**config.mk**
```make
export PLATFORM = sky130hd
export DESIGN_NAME = hcur_top
export DESIGN_NICKNAME = d
export VERILOG_FILES = /design/src/hcur_pkg.sv /design/src/hcur_fetch.sv /design/src/hcur_top.sv
export SDC_FILE = /design/constraint.sdc
export NUM_CORES = 1
export LEC_CHECK = 0
export ABC_AREA = 1
export BUFFER_PORTS_ARGS = -buffer_cell sky130_fd_sc_hd__buf_2
export CORE_UTILIZATION = 50
export DETAILED_ROUTE_END_ITERATION = 6
export PLACE_DENSITY = 0.82
export SLEW_MARGIN = 20
export SYNTH_ARGS = -nofsm -noshare
export SYNTH_HDL_FRONTEND = slang
export SYNTH_HIERARCHICAL = 1
export SYNTH_SLANG_ARGS = --single-unit
```
**constraint.sdc**
```tcl
create_clock -name clk_sys -period 3.3 [get_ports clk_sys]
set_clock_uncertainty 0.1 [all_clocks]
set_input_delay 0.165 -clock clk_sys [delete_from_list [all_inputs] [get_ports clk_sys]]
set_output_delay 0.165 -clock clk_sys [all_outputs]
set_load 0.02 [all_outputs]
```
**src/hcur_pkg.sv**
```systemverilog
// Shared constants, field layouts and helpers for the hardware cursor block.
// Assumes a single 20 MHz clock domain shared by host port and pixel path.
// ****************************************************************
// Register map and fields
// ****************************************************************
package hcur_pkg;
    localparam logic [7:0]  OFS_XFER   = 8'h80;  // Host data transfer port
    localparam logic [7:0]  OFS_START  = 8'h84;  // Pattern start address
    localparam logic [7:0]  OFS_HOT    = 8'h88;  // Hotspot offset
    localparam logic [7:0]  OFS_XPOS   = 8'h8C;  // Screen column
    localparam logic [7:0]  OFS_YPOS   = 8'h90;  // Screen row
    localparam logic [7:0]  OFS_PRI_LO = 8'h94;  // Primary colour low
    localparam logic [7:0]  OFS_PRI_HI = 8'h98;  // Primary high and control
    localparam logic [7:0]  OFS_SEC_LO = 8'h9C;  // Secondary colour low
    localparam logic [15:0] RST16      = 16'h0000;
    localparam logic [31:0] RST32      = 32'h00000000;
    localparam logic [15:0] HOT_MASK   = 16'h3F3F;  // Reserved bits read zero
    localparam logic [15:0] POS_MASK   = 16'h07FF;
    localparam logic [15:0] PRI_HI_MASK = 16'hC0FF;
    localparam int          PITCH_BIT  = 14;        // 0: 16-byte, 1: 2048-byte
    localparam int          ENABLE_BIT = 15;        // Cursor display on
    localparam int          ADDR_W     = 22;        // Display memory byte address
    localparam int          LINE_BITS  = 128;       // 64 pixels of 2 bits
    localparam logic [1:0]  CODE_PRI   = 2'h0;
    localparam logic [1:0]  CODE_SEC   = 2'h1;
    localparam logic [1:0]  CODE_TRN   = 2'h2;
    localparam logic [1:0]  CODE_INV   = 2'h3;
    localparam logic [1:0]  MODE_8     = 2'h0;
    localparam logic [1:0]  MODE_16    = 2'h1;

    // Byte address of one pattern line for either pitch
    function automatic logic [21:0] line_addr(input logic [15:0] st,
                                              input logic       p2k,
                                              input logic [5:0] row);
        if (p2k)
            line_addr = {st[15:11], row, st[4:0], 6'h00};
        else
            line_addr = {st[15:4], row, 4'h0};
    endfunction

    // Pixel index relative to the pattern edge; inside when bits 12:6 are zero
    function automatic logic [12:0] rel_pos(input logic [10:0] pix,
                                            input logic [10:0] pos,
                                            input logic [5:0]  hot);
        rel_pos = {2'h0, pix} + {7'h00, hot} - {2'h0, pos};
    endfunction

    // Colour limited to the active depth
    function automatic logic [23:0] depth_mask(input logic [23:0] c,
                                               input logic [1:0]  mode);
        if (mode == MODE_8)
            depth_mask = {16'h0000, c[7:0]};
        else if (mode == MODE_16)
            depth_mask = {8'h00, c[15:0]};
        else
            depth_mask = c;
    endfunction
endpackage

```
**src/hcur_fetch.sv**
```systemverilog
// Pattern line fetch sequencer: one memory request per cursor line.
// Assumes memory returns exactly one rvalid per request, same clock.
`timescale 1ns/1ps
`default_nettype none
// ****************************************************************
// Line fetch
// ****************************************************************
module hcur_fetch (
    input  wire logic        clk_sys,
    input  wire logic        arst_n,
    input  wire logic [15:0] start_addr,  // Pattern start register
    input  wire logic        pitch_2k,    // Line pitch select
    input  wire logic        line_go,     // New cursor line needed
    input  wire logic [5:0]  line_row,    // Pattern row to fetch
    input  wire logic        mem_rvalid,  // Line data returned
    output logic             mem_req,     // One-cycle request pulse
    output logic [21:0]      mem_addr,    // Registered line address
    output logic             busy         // Waiting for line data
);
    typedef enum logic {HF_IDLE, HF_WAIT} hcur_fst_t;
    typedef struct packed {
        hcur_fst_t   st;
        logic        req;
        logic [21:0] addr;
    } hcur_fetch_t;

    hcur_fetch_t s, next_s;  // Whole state and its next value

    // A new line request restarts the fetch even mid-wait
    always_comb begin
        next_s = s;
        next_s.req = 1'b0;
        case (s.st)
            HF_IDLE: begin
                if (line_go) begin
                    next_s.st = HF_WAIT;
                end
            end
            HF_WAIT: begin
                if (mem_rvalid && !line_go) begin
                    next_s.st = HF_IDLE;
                end
            end
            default: begin
                next_s.st = HF_IDLE;
            end
        endcase
        if (line_go) begin
            next_s.req  = 1'b1;
            next_s.addr = hcur_pkg::line_addr(start_addr, pitch_2k, line_row);
        end
    end

    // State register
    always_ff @(posedge clk_sys or negedge arst_n) begin
        if (!arst_n) begin
            s <= '0;
        end else begin
            s <= next_s;
        end
    end

    assign mem_req  = s.req;
    assign mem_addr = s.addr;
    assign busy     = (s.st == HF_WAIT);
endmodule
`default_nettype wire

```
**src/hcur_top.sv**
```systemverilog
// Hardware cursor register set, host data port and cursor pixel overlay.
// Assumes host port, memory and pixel stream all run on clk_sys.
`timescale 1ns/1ps
`default_nettype none
// ****************************************************************
// Top module
// ****************************************************************
module hcur_top (
    input  wire logic        clk_sys,
    input  wire logic        arst_n,
    input  wire logic [7:0]  reg_addr,      // Register byte offset
    input  wire logic        reg_wr,        // Write strobe
    input  wire logic        reg_rd,        // Read strobe
    input  wire logic [31:0] reg_wdata,     // Write data
    output logic [31:0]      reg_rdata,     // Read data
    output logic             reg_ack,       // Access done
    output logic             xfer_wr,       // Host word to drawing engine
    output logic [31:0]      xfer_data,     // Host data port contents
    input  wire logic        xfer_load,     // Engine returns image word
    input  wire logic [31:0] xfer_load_data,
    input  wire logic        three_color_en, // Code 11 shows auxiliary
    input  wire logic        exchange_colors,// Swap primary and secondary
    input  wire logic [23:0] aux_color,     // Auxiliary colour
    input  wire logic [7:0]  sec_color_high,// Secondary bits 16-23
    input  wire logic [1:0]  color_mode,    // 0: 8, 1: 16, else 24 bits
    output logic             mem_req,       // Pattern line request
    output logic [21:0]      mem_addr,      // Pattern line address
    input  wire logic        mem_rvalid,    // Line data valid
    input  wire logic [127:0] mem_rdata,    // 64 pixels, pixel 0 in bits 1:0
    input  wire logic        line_start,    // Pulse before each screen line
    input  wire logic [10:0] line_y,        // Row of the coming line
    input  wire logic        pix_valid,     // Screen pixel in
    input  wire logic [10:0] pix_x,         // Its column
    input  wire logic [23:0] pix_in,        // Its colour
    output logic             pix_out_valid, // Pixel out, one cycle later
    output logic [23:0]      pix_out        // Overlaid colour
);
    // ************************************************************
    // State
    // ************************************************************
    typedef struct packed {
        logic [31:0]  xfer;     // Host data port word
        logic [15:0]  start;    // Pattern start address
        logic [15:0]  hot;      // Hotspot offsets
        logic [15:0]  xpos;     // Cursor column
        logic [15:0]  ypos;     // Cursor row
        logic [15:0]  pri_lo;   // Primary colour low
        logic [15:0]  pri_hi;   // Primary high and control
        logic [15:0]  sec_lo;   // Secondary colour low
        logic [31:0]  rdata;    // Read answer
        logic         ack;      // Access answer
        logic         xfer_wr;  // Host data strobe
        logic [127:0] line;     // Current pattern line
        logic         line_ok;  // Line valid for this screen line
        logic [23:0]  pix;      // Overlaid pixel
        logic         pix_v;    // Pixel valid
    } hcur_state_t;

    hcur_state_t s, next_s;

    logic        fetch_busy;  // Fetch waiting for memory
    logic        line_go;     // Start a pattern line fetch
    logic [12:0] rel_y;       // Screen row relative to pattern top
    logic [12:0] rel_x;       // Screen column relative to pattern left
    logic        row_in;      // Coming line crosses the pattern
    logic        hit;         // Pixel lies on the pattern
    logic [1:0]  code;        // Raw pattern code
    logic [1:0]  eff_code;    // Code after exchange
    logic [23:0] pri_c;       // Depth-limited primary
    logic [23:0] sec_c;       // Depth-limited secondary
    logic [23:0] aux_c;       // Depth-limited auxiliary
    logic [23:0] inv_c;       // Depth-limited inverse of the screen
    logic        cur_on;      // Cursor display on

    // ************************************************************
    // Window and pattern decode
    // ************************************************************
    // Hotspot moves the pattern so that its hot pixel sits on the position
    always_comb begin
        cur_on = s.pri_hi[hcur_pkg::ENABLE_BIT];
        rel_y  = hcur_pkg::rel_pos(line_y, s.ypos[10:0], s.hot[13:8]);
        rel_x  = hcur_pkg::rel_pos(pix_x, s.xpos[10:0], s.hot[5:0]);
        row_in = (rel_y[12:6] == 7'h00);
        line_go = line_start && cur_on && row_in;
        hit    = cur_on && s.line_ok && (rel_x[12:6] == 7'h00);
        code   = s.line[{rel_x[5:0], 1'b0} +: 2];
        eff_code = code;
        if (exchange_colors && !code[1]) begin
            eff_code = {1'b0, ~code[0]};
        end
        pri_c = hcur_pkg::depth_mask({s.pri_hi[7:0], s.pri_lo}, color_mode);
        sec_c = hcur_pkg::depth_mask({sec_color_high, s.sec_lo}, color_mode);
        aux_c = hcur_pkg::depth_mask(aux_color, color_mode);
        inv_c = hcur_pkg::depth_mask(~pix_in, color_mode);
    end

    // ************************************************************
    // Next state
    // ************************************************************
    // Register writes, read answer, line capture and pixel overlay
    always_comb begin
        next_s = s;
        next_s.ack = reg_wr || reg_rd;
        next_s.xfer_wr = 1'b0;
        // Engine load first so that a host write in the same cycle wins
        if (xfer_load) begin
            next_s.xfer = xfer_load_data;
        end
        if (reg_wr) begin
            case (reg_addr)
                hcur_pkg::OFS_XFER: begin
                    next_s.xfer    = reg_wdata;
                    next_s.xfer_wr = 1'b1;
                end
                hcur_pkg::OFS_START: begin
                    next_s.start = reg_wdata[15:0];
                end
                hcur_pkg::OFS_HOT: begin
                    next_s.hot = reg_wdata[15:0] & hcur_pkg::HOT_MASK;
                end
                hcur_pkg::OFS_XPOS: begin
                    next_s.xpos = reg_wdata[15:0] & hcur_pkg::POS_MASK;
                end
                hcur_pkg::OFS_YPOS: begin
                    next_s.ypos = reg_wdata[15:0] & hcur_pkg::POS_MASK;
                end
                hcur_pkg::OFS_PRI_LO: begin
                    next_s.pri_lo = reg_wdata[15:0];
                end
                hcur_pkg::OFS_PRI_HI: begin
                    next_s.pri_hi = reg_wdata[15:0] & hcur_pkg::PRI_HI_MASK;
                end
                hcur_pkg::OFS_SEC_LO: begin
                    next_s.sec_lo = reg_wdata[15:0];
                end
                default: begin
                    // Unmapped writes are dropped
                end
            endcase
        end
        // Read answer; unmapped offsets read zero
        if (reg_rd) begin
            case (reg_addr)
                hcur_pkg::OFS_XFER:   next_s.rdata = s.xfer;
                hcur_pkg::OFS_START:  next_s.rdata = {16'h0000, s.start};
                hcur_pkg::OFS_HOT:    next_s.rdata = {16'h0000, s.hot};
                hcur_pkg::OFS_XPOS:   next_s.rdata = {16'h0000, s.xpos};
                hcur_pkg::OFS_YPOS:   next_s.rdata = {16'h0000, s.ypos};
                hcur_pkg::OFS_PRI_LO: next_s.rdata = {16'h0000, s.pri_lo};
                hcur_pkg::OFS_PRI_HI: next_s.rdata = {16'h0000, s.pri_hi};
                hcur_pkg::OFS_SEC_LO: next_s.rdata = {16'h0000, s.sec_lo};
                default:              next_s.rdata = hcur_pkg::RST32;
            endcase
        end
        // A new screen line invalidates the old pattern line first
        if (line_start) begin
            next_s.line_ok = 1'b0;
        end else if (mem_rvalid && fetch_busy) begin
            next_s.line    = mem_rdata;
            next_s.line_ok = 1'b1;
        end
        // Overlay: off-pattern or disabled pixels pass untouched
        next_s.pix_v = pix_valid;
        next_s.pix   = pix_in;
        if (pix_valid && hit) begin
            case (eff_code)
                hcur_pkg::CODE_PRI: next_s.pix = pri_c;
                hcur_pkg::CODE_SEC: next_s.pix = sec_c;
                hcur_pkg::CODE_TRN: next_s.pix = pix_in;
                default: next_s.pix = three_color_en ? aux_c : inv_c;
            endcase
        end
    end

    // ************************************************************
    // Registers
    // ************************************************************
    // All state in one register; reset values are all zero
    always_ff @(posedge clk_sys or negedge arst_n) begin
        if (!arst_n) begin
            s <= '0;
        end else begin
            s <= next_s;
        end
    end

    // ************************************************************
    // Line fetch
    // ************************************************************
    hcur_fetch u_fetch (
        .clk_sys    (clk_sys),
        .arst_n     (arst_n),
        .start_addr (s.start),
        .pitch_2k   (s.pri_hi[hcur_pkg::PITCH_BIT]),
        .line_go    (line_go),
        .line_row   (rel_y[5:0]),
        .mem_rvalid (mem_rvalid),
        .mem_req    (mem_req),
        .mem_addr   (mem_addr),
        .busy       (fetch_busy)
    );

    assign reg_rdata     = s.rdata;
    assign reg_ack       = s.ack;
    assign xfer_wr       = s.xfer_wr;
    assign xfer_data     = s.xfer;
    assign pix_out_valid = s.pix_v;
    assign pix_out       = s.pix;
endmodule
`default_nettype wire

```
==> impl_metrics.tcl <==
set metrics [dict create \
    worstSetupStartpointType "flip-flop" \
    leakagePower_nw 13.4 \
    start_util_pct 51.1 \
    hold_ws_ps 11.3 \
    hold-path-endpoint "pix_out[12]" \
    ys.flop_type "dfrtp_1" \
    grt_overflow_total 0 \
    reg2reg_to "pix_out[7]" \
    synth_top_area_share_pct 44.1 \
    clkSlewWorstSetupHoldPaths_ps 60 \
    regArea_um2 8310 \
    firstDrtPassIters 7 \
    io_pins 404 \
    antenna_found_initial 10 \
    combPwrFrac_pct 42.5 \
    hold_class "in2reg" \
    drtIter0Drc 1895 \
    p_per_area_nw_per_um2 634 \
    drcViolationCount 0 \
    clockBufferDepth 3 \
    setup_tns_ps -3210 \
    crit_buf_inv 5 \
    place_hpwl_mm 44.9 \
    post-route-period-util_pct 106 \
    worstPathArrival_ps 3790 \
    worstHoldStart "aux_color[12]" \
    ir_worst_vdd_v 0.000569 \
    htreeDepth 2 \
    reg2reg_slack_ps -190 \
    timing.fmax_mhz 287 \
    violations "setup timing" \
    clkLatencyLatePin_ps 540 \
    die_x_um 196 \
    multi_input_area_um2 8650 \
    synth_commonest_cells "nand2_1, dfrtp_1, inv_1" \
    yosysMostFrequentCell "nand2_1" \
    rsz0062_at_grt "yes" \
    slew_violations 0 \
    dieHeight_um 196 \
    grt_pass1_wl_mm 108 \
    critPathKind "reg2reg" \
    power.switching_mw 6.08 \
    cp_num_cells 19 \
    vias 19438 \
    cp_max_fo 10 \
    routed_via_density 5.53 \
    r2r_cells 19 \
    cts_buffers 37 \
    final.setup.worst_slack_ps -190 \
    status "complete, but fails checks" \
    grt_max_degree 134 \
    power_frac_seq_pct 31.2 \
    p_int_mw 10.0 \
    synth_top_area_cell "dfrtp_1" \
    finalSetupViolations 35 \
    ys_types 54 \
    areaGrowthSynthToFinish_pct 35.1 \
    dpl_worst_slack_ps -227 \
    fin_crit_ps 3490 \
    timing.rr.start "s[269]" \
    worstMarginPinSlew_ps 1030 \
    ys.warnings.count 6 \
    routed_wl_mm 70.6 \
    avgSynthCellArea_um2 7.82 \
    portBuffers 399 \
    cts_tree "built" \
    crit_chain "fa_1, fa_1, buf_6, buf_12, nor2_2, nand2_1, nand2_2, nand2_2, nand3_2, nand3_2, nand3_2, nand2_4, inv_8, nand2_4, bufbuf_16, buf_4, nand3_2, nand2_1, nand2_1" \
    stdcell_area_um2 25400 \
    cp.required_ps 3600 \
    grt_pass1_vias 19437 \
    numClockSinks 332 \
    netSwitchingFraction_pct 37.7 \
    place.gp.congestion 1.01 \
    hold_violations 0 \
    synthTopCellsByArea "dfrtp_1, nand2_1, inv_1" \
    fillerInstances 2748 \
    synthCells 2409 \
    rows 70 \
    dieArea_um2 38500 \
    grtUsageTotal_pct 36.2 \
    cp-end-kind "flip-flop" \
    root_buffer "clkbuf_16" \
    layout.nets 3317 \
    ys_seq_area_share_pct 44.1 \
    syn-cell-area_um2 18800 \
    drive_gt1_share_pct 25.7 \
    critical-path-max-stage-delay_ps 570 \
    clkPwrFrac_pct 26.2 \
    whs_path_depth 5 \
    cap_violations 0 \
    cpMostUsedCell "nand3_2" \
    relSlewSlack_pct 29.3 \
    wl_per_cell_um 20.1 \
    route.antenna.remaining_nets 0 \
    synth_edf_count 0 \
    place_area_um2 20900 \
    cp_top_family "adder cells" \
    core_area_um2 36900 \
    ys_ff_latch 332 \
    crit_slowest_cell "fa_1" \
    ys_async_sr_fraction_pct 100 \
]
-- cells in the final DEF, fill, tap and decap left out, types with 6 or more instances in the layout --
master           n
nand2_1        604
buf_2          398
dfrtp_1        329
inv_1          284
dlygate4sd3_1  241
nor2_1         206
o21ai_0        192
a21oi_1        121
nand3_1         91
buf_4           62
nand3_2         48
clkbuf_16       39
mux2_2          36
nand2_2         31
nand2_4         31
ha_1            27
nor2_2          22
buf_12          18
o21ai_1         13
o22ai_1         13
a221oi_1        13
fa_1            13
clkbuf_8        11
nor3_1          10
clkbuf_1        10
o21ai_2          9
inv_2            7
a21o_1           7
xor2_1           7
nand3_4          7
diode_2          6
mux2i_1          6
clkinv_2         6
-- through the flow --
stage	util (%)	power, mW	instances
CTS	67.7	15.5	3500
finish	69.0	16.1	3518
floorplan	-	8.90	2412
global placement	56.7	10.3	3181
detailed placement	56.7	10.4	3181
global route	69.0	16.9	3512
-- layer usage --
metal / global-route usage (%) / share of wire, % / up-vias
met5: 0 / 0.11 / -
met4: 19.2 / 5.9 / 12
met3: 9.61 / 10 / 338
met2: 58.0 / 46 / 1330
met1: 44.8 / 38 / 9080
li1: - / - / 8678
-- logic make-up after synthesis --
logic type | count (synthesis) | share of synthesized area (%)
buf+inv | 503 | 12.9
compound gates | 404 | 11.7
xor+xnor | 12 | 0.558
other cells | 1 | 0.0199
mux | 42 | 2.47
simple gates | 1067 | 24.5
flops | 332 | 44.1
fa+ha+maj | 48 | 3.75
-- state kept, by name (all words and copies together) (netlist names) --
| name | flops |
|---|---|
| cur_on | 1 |
| pix_out | 24 |
| pix_out_valid | 1 |
| reg_ack | 1 |
| reg_rdata | 32 |
| s | 220 |
| u_fetch/busy | 1 |
| u_fetch/mem_addr | 18 |
| u_fetch/mem_req | 1 |
| xfer_data | 32 |
| xfer_wr | 1 |
-- repair_timing --
item                                    4_1_cts  5_1_grt
endpoints found under the hold margin       328        0
setup buffers                                 5        9
pin swaps                                    18       30
hold buffers                                241        0
gates cloned                                  5        4
gates resized for setup                      62      104
endpoints found under the setup margin       43       44
-- worst max-delay path by stage --
stage | from | endpoint | slack [ps]
finish | s[269] | pix_out[7] | -190
global route | s[253] | pix_out[10] | -310
CTS | s[253] | pix_out[7] | -130
detailed placement | s[253] | pix_out[13] | -230
global placement | s[253] | pix_out[15] | -170
floorplan | s[252] | pix_out[2] | 30
-- worst min-delay path, stage by stage --
cell      delay, ps
buf_2            80
o211ai_1        120
o21ai_2         130
nor2_1           30
nor2_1           70
-- layout make-up --
| cell class | count | area share, % |
|---|---|---|
| well taps | 504 | 2.48 |
| inverters | 297 | 4.52 |
| flip-flops and latches | 332 | 32.7 |
| clock inverters | 8 | 0.270 |
| repair inverters | 3 | 0.152 |
| clock buffers | 60 | 4.58 |
| multi-input cells | 1579 | 34.0 |
| diodes | 6 | 0.0590 |
| repair buffers | 729 | 21.3 |
-- power groups by stage --
stage          registers (mW)  clock network [mW]  logic [mW]
2_1_floorplan            4.97                   0        3.92
3_3_place_gp             5.00                   0        5.29
3_5_place_dp             5.03                   0        5.41
4_1_cts                  4.97                4.26        6.27
5_1_grt                  5.06                4.42        7.38
6_report                 5.03                4.23        6.86
Note: power is estimated with default switching activity, not from simulation.
